### config.mk
export PLATFORM = sky130hd
export DESIGN_NAME = mprad_top
export DESIGN_NICKNAME = d
export VERILOG_FILES = /design/src/verilog/mprad_pkg.sv /design/src/verilog/mprad_top.sv /design/src/verilog/mprad_fifo_stat_edge.sv
export SDC_FILE = /design/constraint.sdc
export NUM_CORES = 1
export LEC_CHECK = 0
export ABC_AREA = 1
export BUFFER_PORTS_ARGS = -buffer_cell sky130_fd_sc_hd__clkbuf_2
export CORE_AREA = 4 4 191 193
export DETAILED_ROUTE_END_ITERATION = 8
export DIE_AREA = 0 0 195 197
export GPL_TIMING_DRIVEN = 0
export PLACE_DENSITY_LB_ADDON = 0.2
export SLEW_MARGIN = 20
export SYNTH_ARGS = -nofsm -noshare
export SYNTH_HDL_FRONTEND = slang
export SYNTH_SLANG_ARGS = --single-unit
### constraint.sdc
create_clock -name clk -period 5.2 [get_ports clk]
set_input_delay 0.26 -clock clk [delete_from_list [all_inputs] [get_ports clk]]
set_output_delay 0.26 -clock clk [all_outputs]
set_load 0.01 [all_outputs]
### src/verilog/mprad_pkg.sv
// package of constants and carriers for the multiport register address decode
package mprad_pkg;
	localparam int          MPRAD_ADDR_W    = 11;
	localparam int          MPRAD_OFS_W     = 7;
	localparam int          MPRAD_SEL_W     = 4;
	localparam int          MPRAD_DATA_W    = 32;
	localparam int          MPRAD_PORTS     = 10;
	localparam int          MPRAD_SEL_LSB   = 7;
	localparam int          MPRAD_SEL_MSB   = 10;
	localparam logic [10:0] MPRAD_PORT_STRIDE = 11'h080;
	localparam logic [10:0] MPRAD_GLOBAL_BASE = 11'h500;
	localparam logic [10:0] MPRAD_ADDR_TOP  = 11'h7ff;
	localparam logic [31:0] MPRAD_ZERO_WORD = 32'h0000_0000;

	typedef logic [MPRAD_OFS_W-1:0] mprad_ofs_t;
	typedef logic [MPRAD_SEL_W-1:0] mprad_sel_t;

	// host access request
	typedef struct packed {
		logic                    rd;
		logic                    wr;
		logic [MPRAD_ADDR_W-1:0] addr;
		logic [MPRAD_DATA_W-1:0] wdata;
	} mprad_req_s;

	// decoded access towards the register storage
	typedef struct packed {
		logic [MPRAD_PORTS-1:0]  port_sel;
		logic                    glb_sel;
		logic                    rd;
		logic                    wr;
		mprad_ofs_t              ofs;
		logic [MPRAD_DATA_W-1:0] wdata;
	} mprad_dec_s;
endpackage : mprad_pkg

### src/verilog/mprad_top.sv
// top: register address decode for the ten-port mac
// Overview of operation
// - register address is exactly eleven bits
// - split into 7-bit offset, 4-bit selector
// - port n region starts at n*0x80
// - global region above ports up to 0x7ff
// - identical register set for all ten ports
// - tx status updates on chosen tsclk edge
// - rx status sampled on chosen rsclk edge
// - every register is one 32-bit word
module mprad_top
	import mprad_pkg::*;
#(
	parameter int PORTS = MPRAD_PORTS
) (
	input  wire logic                         clk,
	input  wire logic                         rst_b,
	input  mprad_pkg::mprad_req_s             req,
	input  wire logic [PORTS*32-1:0]          port_rdata,
	input  wire logic [31:0]                  glb_rdata,
	input  wire logic                         edge_flip,
	input  wire logic                         tx_stat_clk,
	input  wire logic [1:0]                   tx_stat_in,
	input  wire logic                         rx_stat_clk,
	input  wire logic [1:0]                   rx_stat,
	output mprad_pkg::mprad_dec_s             dec,
	output logic      [31:0]                  rdata,
	output logic                              rvalid,
	output logic      [1:0]                   tx_stat,
	output logic      [1:0]                   rx_stat_smp
);
	import mprad_pkg::*;

	// registered state of the decode stage
	typedef struct packed {
		mprad_dec_s              dec;
		logic [MPRAD_DATA_W-1:0] rdata;
		logic                    rvalid;
	} mprad_top_s;

	logic [1:0]              rst_sync_q;
	logic                    rst_i_b;
	mprad_sel_t              req_sel;
	mprad_ofs_t              req_ofs;
	logic                    req_glb;
	logic [PORTS-1:0]        port_hit;
	logic [MPRAD_DATA_W-1:0] port_word [PORTS];
	logic [MPRAD_DATA_W-1:0] port_mux;
	logic [MPRAD_DATA_W-1:0] glb_word;
	mprad_top_s              st_q;
	mprad_top_s              st_d;

	// selector is the upper four address bits
	function automatic mprad_sel_t sel_of(
		input logic [MPRAD_ADDR_W-1:0] a
	);
		sel_of = a[MPRAD_SEL_MSB:MPRAD_SEL_LSB];
	endfunction : sel_of

	// offset is the word inside one region
	function automatic mprad_ofs_t ofs_of(
		input logic [MPRAD_ADDR_W-1:0] a
	);
		ofs_of = a[MPRAD_OFS_W-1:0];
	endfunction : ofs_of

	// selectors past the last port fall into the global area
	function automatic logic sel_is_glb(
		input mprad_sel_t s
	);
		sel_is_glb = (32'(s) >= PORTS);
	endfunction : sel_is_glb

	// selector picks port n
	function automatic logic sel_is_port(
		input mprad_sel_t s,
		input int         n
	);
		sel_is_port = (32'(s) == n);
	endfunction : sel_is_port

	always_ff @(posedge clk or negedge rst_b) begin
		if (!rst_b) begin
			rst_sync_q <= 2'h0;
		end else begin
			rst_sync_q <= {rst_sync_q[0], 1'b1};
		end
	end
	assign rst_i_b = rst_sync_q[1];

	// the whole eleven-bit address is split, nothing is dropped
	assign req_sel = sel_of(req.addr);
	assign req_ofs = ofs_of(req.addr);
	assign req_glb = sel_is_glb(req_sel);

	// one identical slice per port, base at n times the stride
	genvar g;
	generate
		for (g = 0; g < PORTS; g = g + 1) begin : g_port
			assign port_hit[g] = sel_is_port(req_sel, g);
			assign port_word[g] = port_hit[g] ?
				port_rdata[g*MPRAD_DATA_W +: MPRAD_DATA_W] :
				MPRAD_ZERO_WORD;
		end
	endgenerate

	// at most one slice is non-zero, so an or merges them
	always_comb begin
		port_mux = MPRAD_ZERO_WORD;
		for (int i = 0; i < PORTS; i++) begin
			port_mux = port_mux | port_word[i];
		end
	end

	assign glb_word = req_glb ? glb_rdata : MPRAD_ZERO_WORD;

	always_comb begin
		st_d              = st_q;
		st_d.dec.port_sel = port_hit;
		st_d.dec.glb_sel  = req_glb;
		st_d.dec.rd       = req.rd;
		st_d.dec.wr       = req.wr;
		st_d.dec.ofs      = req_ofs;
		st_d.dec.wdata    = req.wdata;
		st_d.rvalid       = req.rd;
		if (req.rd) begin
			st_d.rdata = port_mux | glb_word;
		end else begin
			st_d.rdata = MPRAD_ZERO_WORD;
		end
	end

	always_ff @(posedge clk or negedge rst_i_b) begin
		if (!rst_i_b) begin
			st_q <= '0;
		end else begin
			st_q <= st_d;
		end
	end

	assign dec    = st_q.dec;
	assign rdata  = st_q.rdata;
	assign rvalid = st_q.rvalid;

	mprad_fifo_stat_edge u_stat (
		.clk         (clk),
		.rst_b       (rst_i_b),
		.edge_flip   (edge_flip),
		.tx_stat_clk (tx_stat_clk),
		.tx_stat_in  (tx_stat_in),
		.rx_stat_clk (rx_stat_clk),
		.rx_stat     (rx_stat),
		.tx_stat     (tx_stat),
		.rx_stat_smp (rx_stat_smp)
	);
endmodule : mprad_top

### src/verilog/mprad_fifo_stat_edge.sv
// fifo status lines with selectable active edge
module mprad_fifo_stat_edge (
	input  wire logic       clk,
	input  wire logic       rst_b,
	input  wire logic       edge_flip,
	input  wire logic       tx_stat_clk,
	input  wire logic [1:0] tx_stat_in,
	input  wire logic       rx_stat_clk,
	input  wire logic [1:0] rx_stat,
	output logic      [1:0] tx_stat,
	output logic      [1:0] rx_stat_smp
);
	typedef struct packed {
		logic       tclk;
		logic       rclk;
		logic [1:0] tx;
		logic [1:0] rx;
	} mprad_edge_s;

	mprad_edge_s st_q;
	mprad_edge_s st_d;
	logic        t_rise;
	logic        t_fall;
	logic        r_rise;
	logic        r_fall;

	always_comb begin
		st_d      = st_q;
		st_d.tclk = tx_stat_clk;
		st_d.rclk = rx_stat_clk;
		t_rise    = tx_stat_clk & ~st_q.tclk;
		t_fall    = ~tx_stat_clk & st_q.tclk;
		r_rise    = rx_stat_clk & ~st_q.rclk;
		r_fall    = ~rx_stat_clk & st_q.rclk;
		if (edge_flip ? t_fall : t_rise) begin
			st_d.tx = tx_stat_in;
		end
		if (edge_flip ? r_fall : r_rise) begin
			st_d.rx = rx_stat;
		end
	end

	always_ff @(posedge clk or negedge rst_b) begin
		if (!rst_b) begin
			st_q <= '0;
		end else begin
			st_q <= st_d;
		end
	end

	assign tx_stat     = st_q.tx;
	assign rx_stat_smp = st_q.rx;
endmodule : mprad_fifo_stat_edge

Word-level counts from Yosys, hierarchy flattened
Index checks and enable logic that the tools add are counted.
{"block": "totals", "wordCells": 55, "romBits": 0, "memories": 0, "ram_bits": 0, "in_bits": 406, "register_bits": 92, "latch_bits": 0}
{"block": "op_classes", "n_bitwise": 18, "n_mux": 14, "n_div": 0, "n_addsub": 0, "shift": 0, "n_mul": 0, "n_eq_ne": 9, "reduce_logical": 1, "magnitude_cmp": 1}
{"op": "$mux 32", "count": 12}
{"op": "$or 32x32->32", "count": 10}
{"op": "$eq 4x3->1 const B", "count": 4}
{"op": "$eq 4x2->1 const B", "count": 2}
{"op": "$eq 4x4->1 const B", "count": 2}
{"op": "$and 1x1->1", "count": 4}
{"op": "$eq 4x1->1 const B", "count": 1}
{"op": "$ge 4x4->1 const B", "count": 1}
{"op": "$logic_not 4->1", "count": 1}
{"op": "$not 1->1", "count": 4}
{"op": "$mux 1", "count": 2}

Longest topological paths before layout
Gate-level depths: netlist (run 1).
{"block": "logic_depth", "word_depth": 13, "ltp_mapped": 11}

Modules after synthesis
A second synthesis (run 1) with hierarchy kept.
{"block": "unflattened", "cells_unflattened": 956, "area_unflattened_um2": 6093.3}
{"mod": "mprad_top", "area_each_um2": 5806.8, "cells_each": 923, "instances": 1, "seq_area_each_um2": 2152.1}
{"mod": "mprad_fifo_stat_edge", "area_each_um2": 286.5, "cells_each": 33, "instances": 1, "seq_area_each_um2": 150.1}

Least setup slack after synthesis (run 1)
Ideal clock, no wire load.
{"block": "synth_path", "kind": "input-to-reg", "from": "in req[42] (netlist bit)", "to": "reg st_q, in the netlist rdata[14]", "path_buffers": 3, "cell_stages": 11, "arrival_time_ps": 1321, "slack_ps": 3816, "cell_sequence": "buf_2 -> inv_1 -> nor2_1 -> buf_2 -> buf_4 -> nand3_1 -> nand2_1 -> nor2_1 -> nand3_1 -> nand2_1 -> inv_1"}
{"item": "from (decl)", "line": "mprad_top.sv:18", "rtl": "input mprad_pkg::mprad_req_s req,"}
{"item": "to (signal assigned)", "line": "mprad_top.sv:137", "rtl": "st_q <= st_d;"}
{"item": "to (decl)", "line": "mprad_top.sv:50", "rtl": "mprad_top_s st_q;"}

==> flow_metrics.env, run 1 <==
export IMPL_placementRows=68
export IMPL_first_pass_iters=6
export IMPL_worst_path_dominant_cell_family="buffers and inverters"
export IMPL_initial_core_util_pct=17.5
export IMPL_finalSetupTns_ns=0
export IMPL_synth_top_cells_by_area="dfrtp_1 38%, nand3_1 27%, nand2_1 14%"
export IMPL_drive_gt1_share_pct=37.2
export IMPL_postCtsHoldBufs=41
export IMPL_pwr_share_comb_pct=27.2
export IMPL_leakage_nw=6.02
export IMPL_grt_first_pass_wirelength_mm=60.4
export IMPL_hold_violations=0
export IMPL_cp_arrival_ns=2.26
export IMPL_dpl_hpwl_mm=34.3
export IMPL_root_buffer="clkbuf_16"
export IMPL_peakVddDrop_mv=0.151
export IMPL_postCtsSetupBuffers=0
export IMPL_synth_cells=948
export IMPL_routed_wl_mm=43.6
export IMPL_drt_iter0_drc=414
export IMPL_syn_avg_cell_area_um2=6.37
export IMPL_critPathMaxStageDelay_ns=0.74
export IMPL_relSlewSlack_pct=33.2
export IMPL_setup_violations=0
export IMPL_netlist_area_leader_share_pct=38.1
export IMPL_track_usage_pct=21.6
export IMPL_synth_area_um2=6040
export IMPL_top_layer_used="met5"
export IMPL_power_density_nw_per_um2=219
export IMPL_p_int_w=0.00145
export IMPL_cts_tree="yes"
export IMPL_async_flop_share_pct=100
export IMPL_yosys_area_top_type="dfrtp_1"
export IMPL_ant_nets=0
export IMPL_period_minus_slack_ns=1.95
export IMPL_dieArea_um2=38400
export IMPL_die_w_um=195
export IMPL_area_delta_synth_final_pct=63.2
export IMPL_power_share_sequential_pct=36.4
export IMPL_wl_met2_mm=21.1
export IMPL_yosysSeqAreaShare_pct=38.1
export IMPL_period_share_pct=37.6
export IMPL_path_clk_slew_ns=0.07
export IMPL_die_h_um=197
export IMPL_cts_sinks=92
export IMPL_grt_pass1_vias=9058
export IMPL_grt_max_degree=50
export IMPL_final_area_um2=9860
export IMPL_nNetsFinal=1900
export IMPL_insertion_delay_ns=0.37
export IMPL_synth_edf_count=0
export IMPL_hold_path_class="in2reg"
export IMPL_clock_path_buffers=2
export IMPL_routedWlPerCell_um=22.3
export IMPL_maxCapViolCount=0
export IMPL_worstSetupStartpointType="input port"
export IMPL_avgViaCountPerCell=4.45
export IMPL_critical_path_endpoint_type="register"
export IMPL_synth_cell_type_count=15
export IMPL_placed_area_um2=9110
export IMPL_fin_skew_ns=0.0134
export IMPL_design_core_area_um2=34500
export IMPL_synth_net_count=1354
export IMPL_crit_buf_inv=3
export IMPL_switching_power_w=0.000705
export IMPL_cp_required_ns=5.51
export IMPL_cts_made_buffers=9
export IMPL_p_clk_share_pct=36.4
export IMPL_yosys_top_cells_count="329 x nand3_1, 227 x nand2_1, 136 x nor2_1, 92 x dfrtp_1, 74 x inv_1"
export IMPL_grt_setup_unrepaired="false"
export IMPL_io_pins=495
export IMPL_drt_met1_wl_mm=17.6
export IMPL_routed_wl_met3_mm=3.33
export IMPL_synth_seq_cells=92
export IMPL_status="complete, no violations"
export IMPL_routabilityCongestion=0.859
export IMPL_cts_resized=0
export IMPL_port_buffer_count=493
export IMPL_slowest_stage="clkbuf_1"
export IMPL_num_vias=8698
export IMPL_timing_fmax_ghz=0.512
export IMPL_crit_fanout=10
export IMPL_path_cells="buf_2, nor2_2, clkbuf_1, nand3_1, nand2_1, nor2_1, nand3_1, nand2_1, inv_1"
export IMPL_antenna_found_initial=4
export IMPL_drv_slew=0
export IMPL_htreeDepth=3
export IMPL_overflow=0
export IMPL_fill_cells=4053
export IMPL_hold_slack_ns=0.0287
export IMPL_swShare_pct=32.7
export IMPL_drc=0
export IMPL_tightest_slew_ns=1.00
export IMPL_synth_most_common_cell="nand3_1"
export IMPL_path_class="in2reg"
export IMPL_synth_flop_cell="dfrtp_1"
export IMPL_synth_warnings=0
## sequential cells by signal (all words and copies together), names as in the netlist
register / flops
u_stat.tx_stat: 2
dec: 52
rdata: 32
u_stat.st_q: 2
rst_sync_q: 2
u_stat.rx_stat_smp: 2
## power groups by stage
stage,Sequential [W],Combinational (W),Clock (W)
after detailed placement,0.000800,0.000569,0
final,0.000785,0.000587,0.000786
after floorplan,0.000822,0.000193,0
after global routing,0.000791,0.000641,0.000831
after global placement,0.000806,0.000557,0
after CTS,0.000785,0.000597,0.000810
## cells by family after synthesis
logic type	after synthesis	synth area share, %
and+or+nand+nor	699	50.5
DFF	92	38.1
AOI/OAI and AO/OA	1	0.0828
buffers and inverters	151	10.5
muxes	4	0.746
other	1	0.0621
## cell usage in the layout, fill, tap and decap left out, types with 2 or more instances in the layout
| cell type | n |
|---|---|
| buf_1 | 6 |
| buf_2 | 27 |
| buf_4 | 9 |
| bufinv_16 | 2 |
| clkbuf_1 | 32 |
| clkbuf_16 | 9 |
| clkbuf_2 | 493 |
| dfrtp_1 | 91 |
| dlygate4sd3_1 | 41 |
| inv_1 | 74 |
| inv_2 | 3 |
| inv_6 | 2 |
| inv_8 | 2 |
| mux2_2 | 4 |
| nand2_1 | 227 |
| nand3_1 | 329 |
| nor2_1 | 136 |
| nor2_2 | 4 |
| nor3_1 | 3 |
## per-layer routing
layer	vias up	GRT usage, %
li1	4143	-
met1	4012	25.5
met2	462	38.0
met3	75	5.86
met4	6	7.53
met5	-	0
## metrics by stage
| step | instances | power, W | setup slack [ns] | util (%) |
|---|---|---|---|---|
| after CTS | 1954 | 0.00219 | 3.15 | 28.5 |
| after global placement | 1896 | 0.00136 | 0.744 | 26.3 |
| after floorplan | 948 | 0.00102 | 2.45 | - |
| after global routing | 1955 | 0.00226 | 3.11 | 28.5 |
| after detailed placement | 1897 | 0.00137 | 2.78 | 26.4 |
| final | 1955 | 0.00216 | 3.25 | 28.5 |
## final cells by class
cell class,count,area [µm²],share of cell area [%]
antenna,1,2.50,0.0254
buffer,74,345,3.50
timing repair buffer,535,2910,29.5
multi-input combinational,705,3100,31.5
sequential,92,2310,23.4
clock inverter,6,100,1.02
inverter,77,289,2.93
tap,455,569,5.77
clock buffer,10,239,2.42
## worst paths after layout
| check | from | endpoint | slack, ns | depth (start not counted) |
|---|---|---|---|---|
| setup / recovery | req[42] | rdata[29]$_DFF_PN0_ | 3.25 | 9 |
| hold / removal | tx_stat_clk | u_stat.st_q[5]$_DFF_PN0_ | 0.03 | 1 |
| setup reg to reg | u_stat.st_q[5]$_DFF_PN0_ | u_stat.tx_stat[0]$_DFFE_PN0P_ | 4.11 | 4 |
| hold reg to reg | rst_sync_q[1]$_DFF_PN0_ | u_stat.st_q[5]$_DFF_PN0_ | 0.36 | 0 |
| max in group asynchronous | rst_sync_q[1]$_DFF_PN0_ | rdata[13]$_DFF_PN0_ | 4.16 | 1 |
| min in group asynchronous | rst_b | rst_sync_q[0]$_DFF_PN0_ | 0.27 | 2 |
Note: power is estimated with default switching activity, not from simulation.
==> run 2: changes to the inputs <==
clock period = 1.97 ns   (was 5.2 ns; I/O delays follow)
==> run 2 against run 1 <==
- sequential share of layout area decreased by 0.20 points
- worst hold slack improved by 0.0055 ns
- utilization up 0.25 points
- non-clock buffer count increased by 11
- clock skew fell by 0.0044 ns
- die area unchanged
- worst setup slack worse by 3.1 ns
- via count shrank 1.3%
- sequential power increased to 2.6 times the previous value
- power rose to 2.5 times the previous value
- global-route usage up 0.13 points
- highest routed layer unchanged
==> flow_metrics.env, run 2 (synthesized netlist as in run 1, its figures left out) <==
export IMPL_nNetsFinal=1911
export IMPL_setup_violations=0
export IMPL_port_buffer_count=493
export IMPL_period_share_pct=92.0
export IMPL_routedWlPerCell_um=22.3
export IMPL_cts_sinks=92
export IMPL_cp_arrival_ns=2.11
export IMPL_timing_fmax_ghz=0.551
export IMPL_min_from="req[44]"
export IMPL_antenna_found_initial=3
export IMPL_track_usage_pct=21.8
export IMPL_cp_required_ns=2.27
export IMPL_drv_slew=0
export IMPL_overflow=0
export IMPL_area_delta_synth_final_pct=64.7
export IMPL_tightest_slew_ns=0.971
export IMPL_fin_ws_ns=0.157
export IMPL_path_clk_slew_ns=0.08
export IMPL_grtUsageMet2_pct=38.4
export IMPL_dpl_hpwl_mm=34.7
export IMPL_num_vias=8585
export IMPL_grt_setup_unrepaired="false"
export IMPL_min_to="dec[40]$_DFF_PN0_"
export IMPL_status="complete, no violations"
export IMPL_power_w=0.00548
export IMPL_design_core_area_um2=34500
export IMPL_placed_area_um2=9130
export IMPL_cts_tree="yes"
export IMPL_path_class="in2reg"
export IMPL_relSlewSlack_pct=35.3
export IMPL_grt_max_degree=40
export IMPL_hold_slack_ns=0.0342
export IMPL_r2r_end="u_stat.rx_stat_smp[0]$_DFFE_PN0P_"
export IMPL_dieArea_um2=38400
export IMPL_drc=0
export IMPL_rr_startpoint="u_stat.st_q[4]$_DFF_PN0_"
export IMPL_ant_nets=0
export IMPL_routed_wl_mm=43.8
export IMPL_grt_pass1_vias=9143
export IMPL_initial_core_util_pct=17.5
export IMPL_layout_commonest_cell="clkbuf_2"
export IMPL_io_pins=495
export IMPL_worstSetupStartpointType="input port"
export IMPL_die_h_um=197
export IMPL_insertion_delay_ns=0.36
export IMPL_largest_register_ff_count=52
export IMPL_final_area_um2=9950
export IMPL_placementRows=68
export IMPL_holdPathStages=1
export IMPL_grt_first_pass_wirelength_mm=60.8
export IMPL_fin_skew_ns=0.00898
export IMPL_period_minus_slack_ns=1.81
export IMPL_met1_usage_pct=25.5
export IMPL_critical_path_endpoint_type="register"
export IMPL_hold_path_class="in2reg"
export IMPL_htreeDepth=3
export IMPL_routabilityCongestion=0.859
export IMPL_reg2reg_setup_slack_ns=0.90
export IMPL_leakage_nw=6.05
export IMPL_gr_usage_met3_pct=5.83
export IMPL_peakVddDrop_mv=0.529
export IMPL_first_pass_iters=5
export IMPL_crit_fanout=10
export IMPL_busiest_layer="met2"
export IMPL_power_density_nw_per_um2=551
export IMPL_crit_start="req[41]"
export IMPL_drt_iter0_drc=350
export IMPL_avgViaCountPerCell=4.36
export IMPL_maxCapViolCount=0
export IMPL_layout_common_cells="493 x clkbuf_2, 329 x nand3_1, 227 x nand2_1, 136 x nor2_1, 91 x dfrtp_1"
export IMPL_root_buffer="clkbuf_16"
export IMPL_die_w_um=195
export IMPL_cts_made_buffers=9
export IMPL_hold_violations=0
export IMPL_dp_slack_ns=-0.280
export IMPL_clock_path_buffers=2
export IMPL_drive_gt1_share_pct=37.0
export IMPL_ff2ff_path_depth=4
==> run 2: how the worst max path moves through the flow <==
| stage | to | slack, ns | cells past startpoint |
|---|---|---|---|
| 3_5_place_dp | rdata[21]$_DFF_PN0_ | -0.28 | 10 |
| 4_1_cts | rdata[21]$_DFF_PN0_ | 0.10 | 10 |
| 3_3_place_gp | rdata[9]$_DFF_PN0_ | -0.53 | 0 |
| 5_1_grt | rdata[21]$_DFF_PN0_ | 0.007 | 10 |
| 2_1_floorplan | dec[0]$_DFF_PN0_ | 0.42 | 0 |
| 6_report | rdata[11]$_DFF_PN0_ | 0.16 | 10 |
==> run 2: cell type report <==
cell class / instances / area [µm²]
Fill cell: 4019 / 24600
Multi-Input combinational cell: 705 / 3100
Timing Repair Buffer: 546 / 3030
Sequential cell: 92 / 2310
Tap cell: 455 / 569
Buffer: 74 / 348
Inverter: 77 / 289
Clock buffer: 9 / 225
Clock inverter: 7 / 75.1
Antenna cell: 2 / 5.00
==> run 2: what timing repair did <==
item | in CTS | in global routing
setup endpoints to repair | 0 | 1
resized for setup | 0 | 1
buffers inserted | 0 | 0
hold buffers | 51 | 0
hold endpoints to repair | 51 | 0
==> run 2: routing by layer <==
metal,up-vias,wire length (µm)
met2,427,21500
li1,4165,-
met5,-,20
met4,2,1410
met1,3926,17700
met3,65,3200
==> run 2: power by group <==
| group | internal [W] | switching [W] |
|---|---|---|
| clock | 0.000902 | 0.000939 |
| sequential | 0.00201 | 0.0000520 |
| combinational | 0.000658 | 0.000912 |
| total | 0.00357 | 0.00190 |
==> run 2: through the flow <==
stage	setup TNS [ns]	util, %	cells
after floorplan	0	-	948
after global placement	-51.28	26.3	1896
final	0	28.8	1967
after detailed placement	-4.18	26.4	1898
after CTS	0	28.8	1965
after global routing	0	28.8	1967
==> run 2: critical path, cell delays in order <==
cell	delay, ns
clkbuf_2	0.13
inv_1	0.09
nand2_1	0.33
clkbuf_1	0.51
nand3_1	0.40
nand2_1	0.16
nor2_1	0.09
nand3_1	0.09
nand2_1	0.11
inv_1	0.10
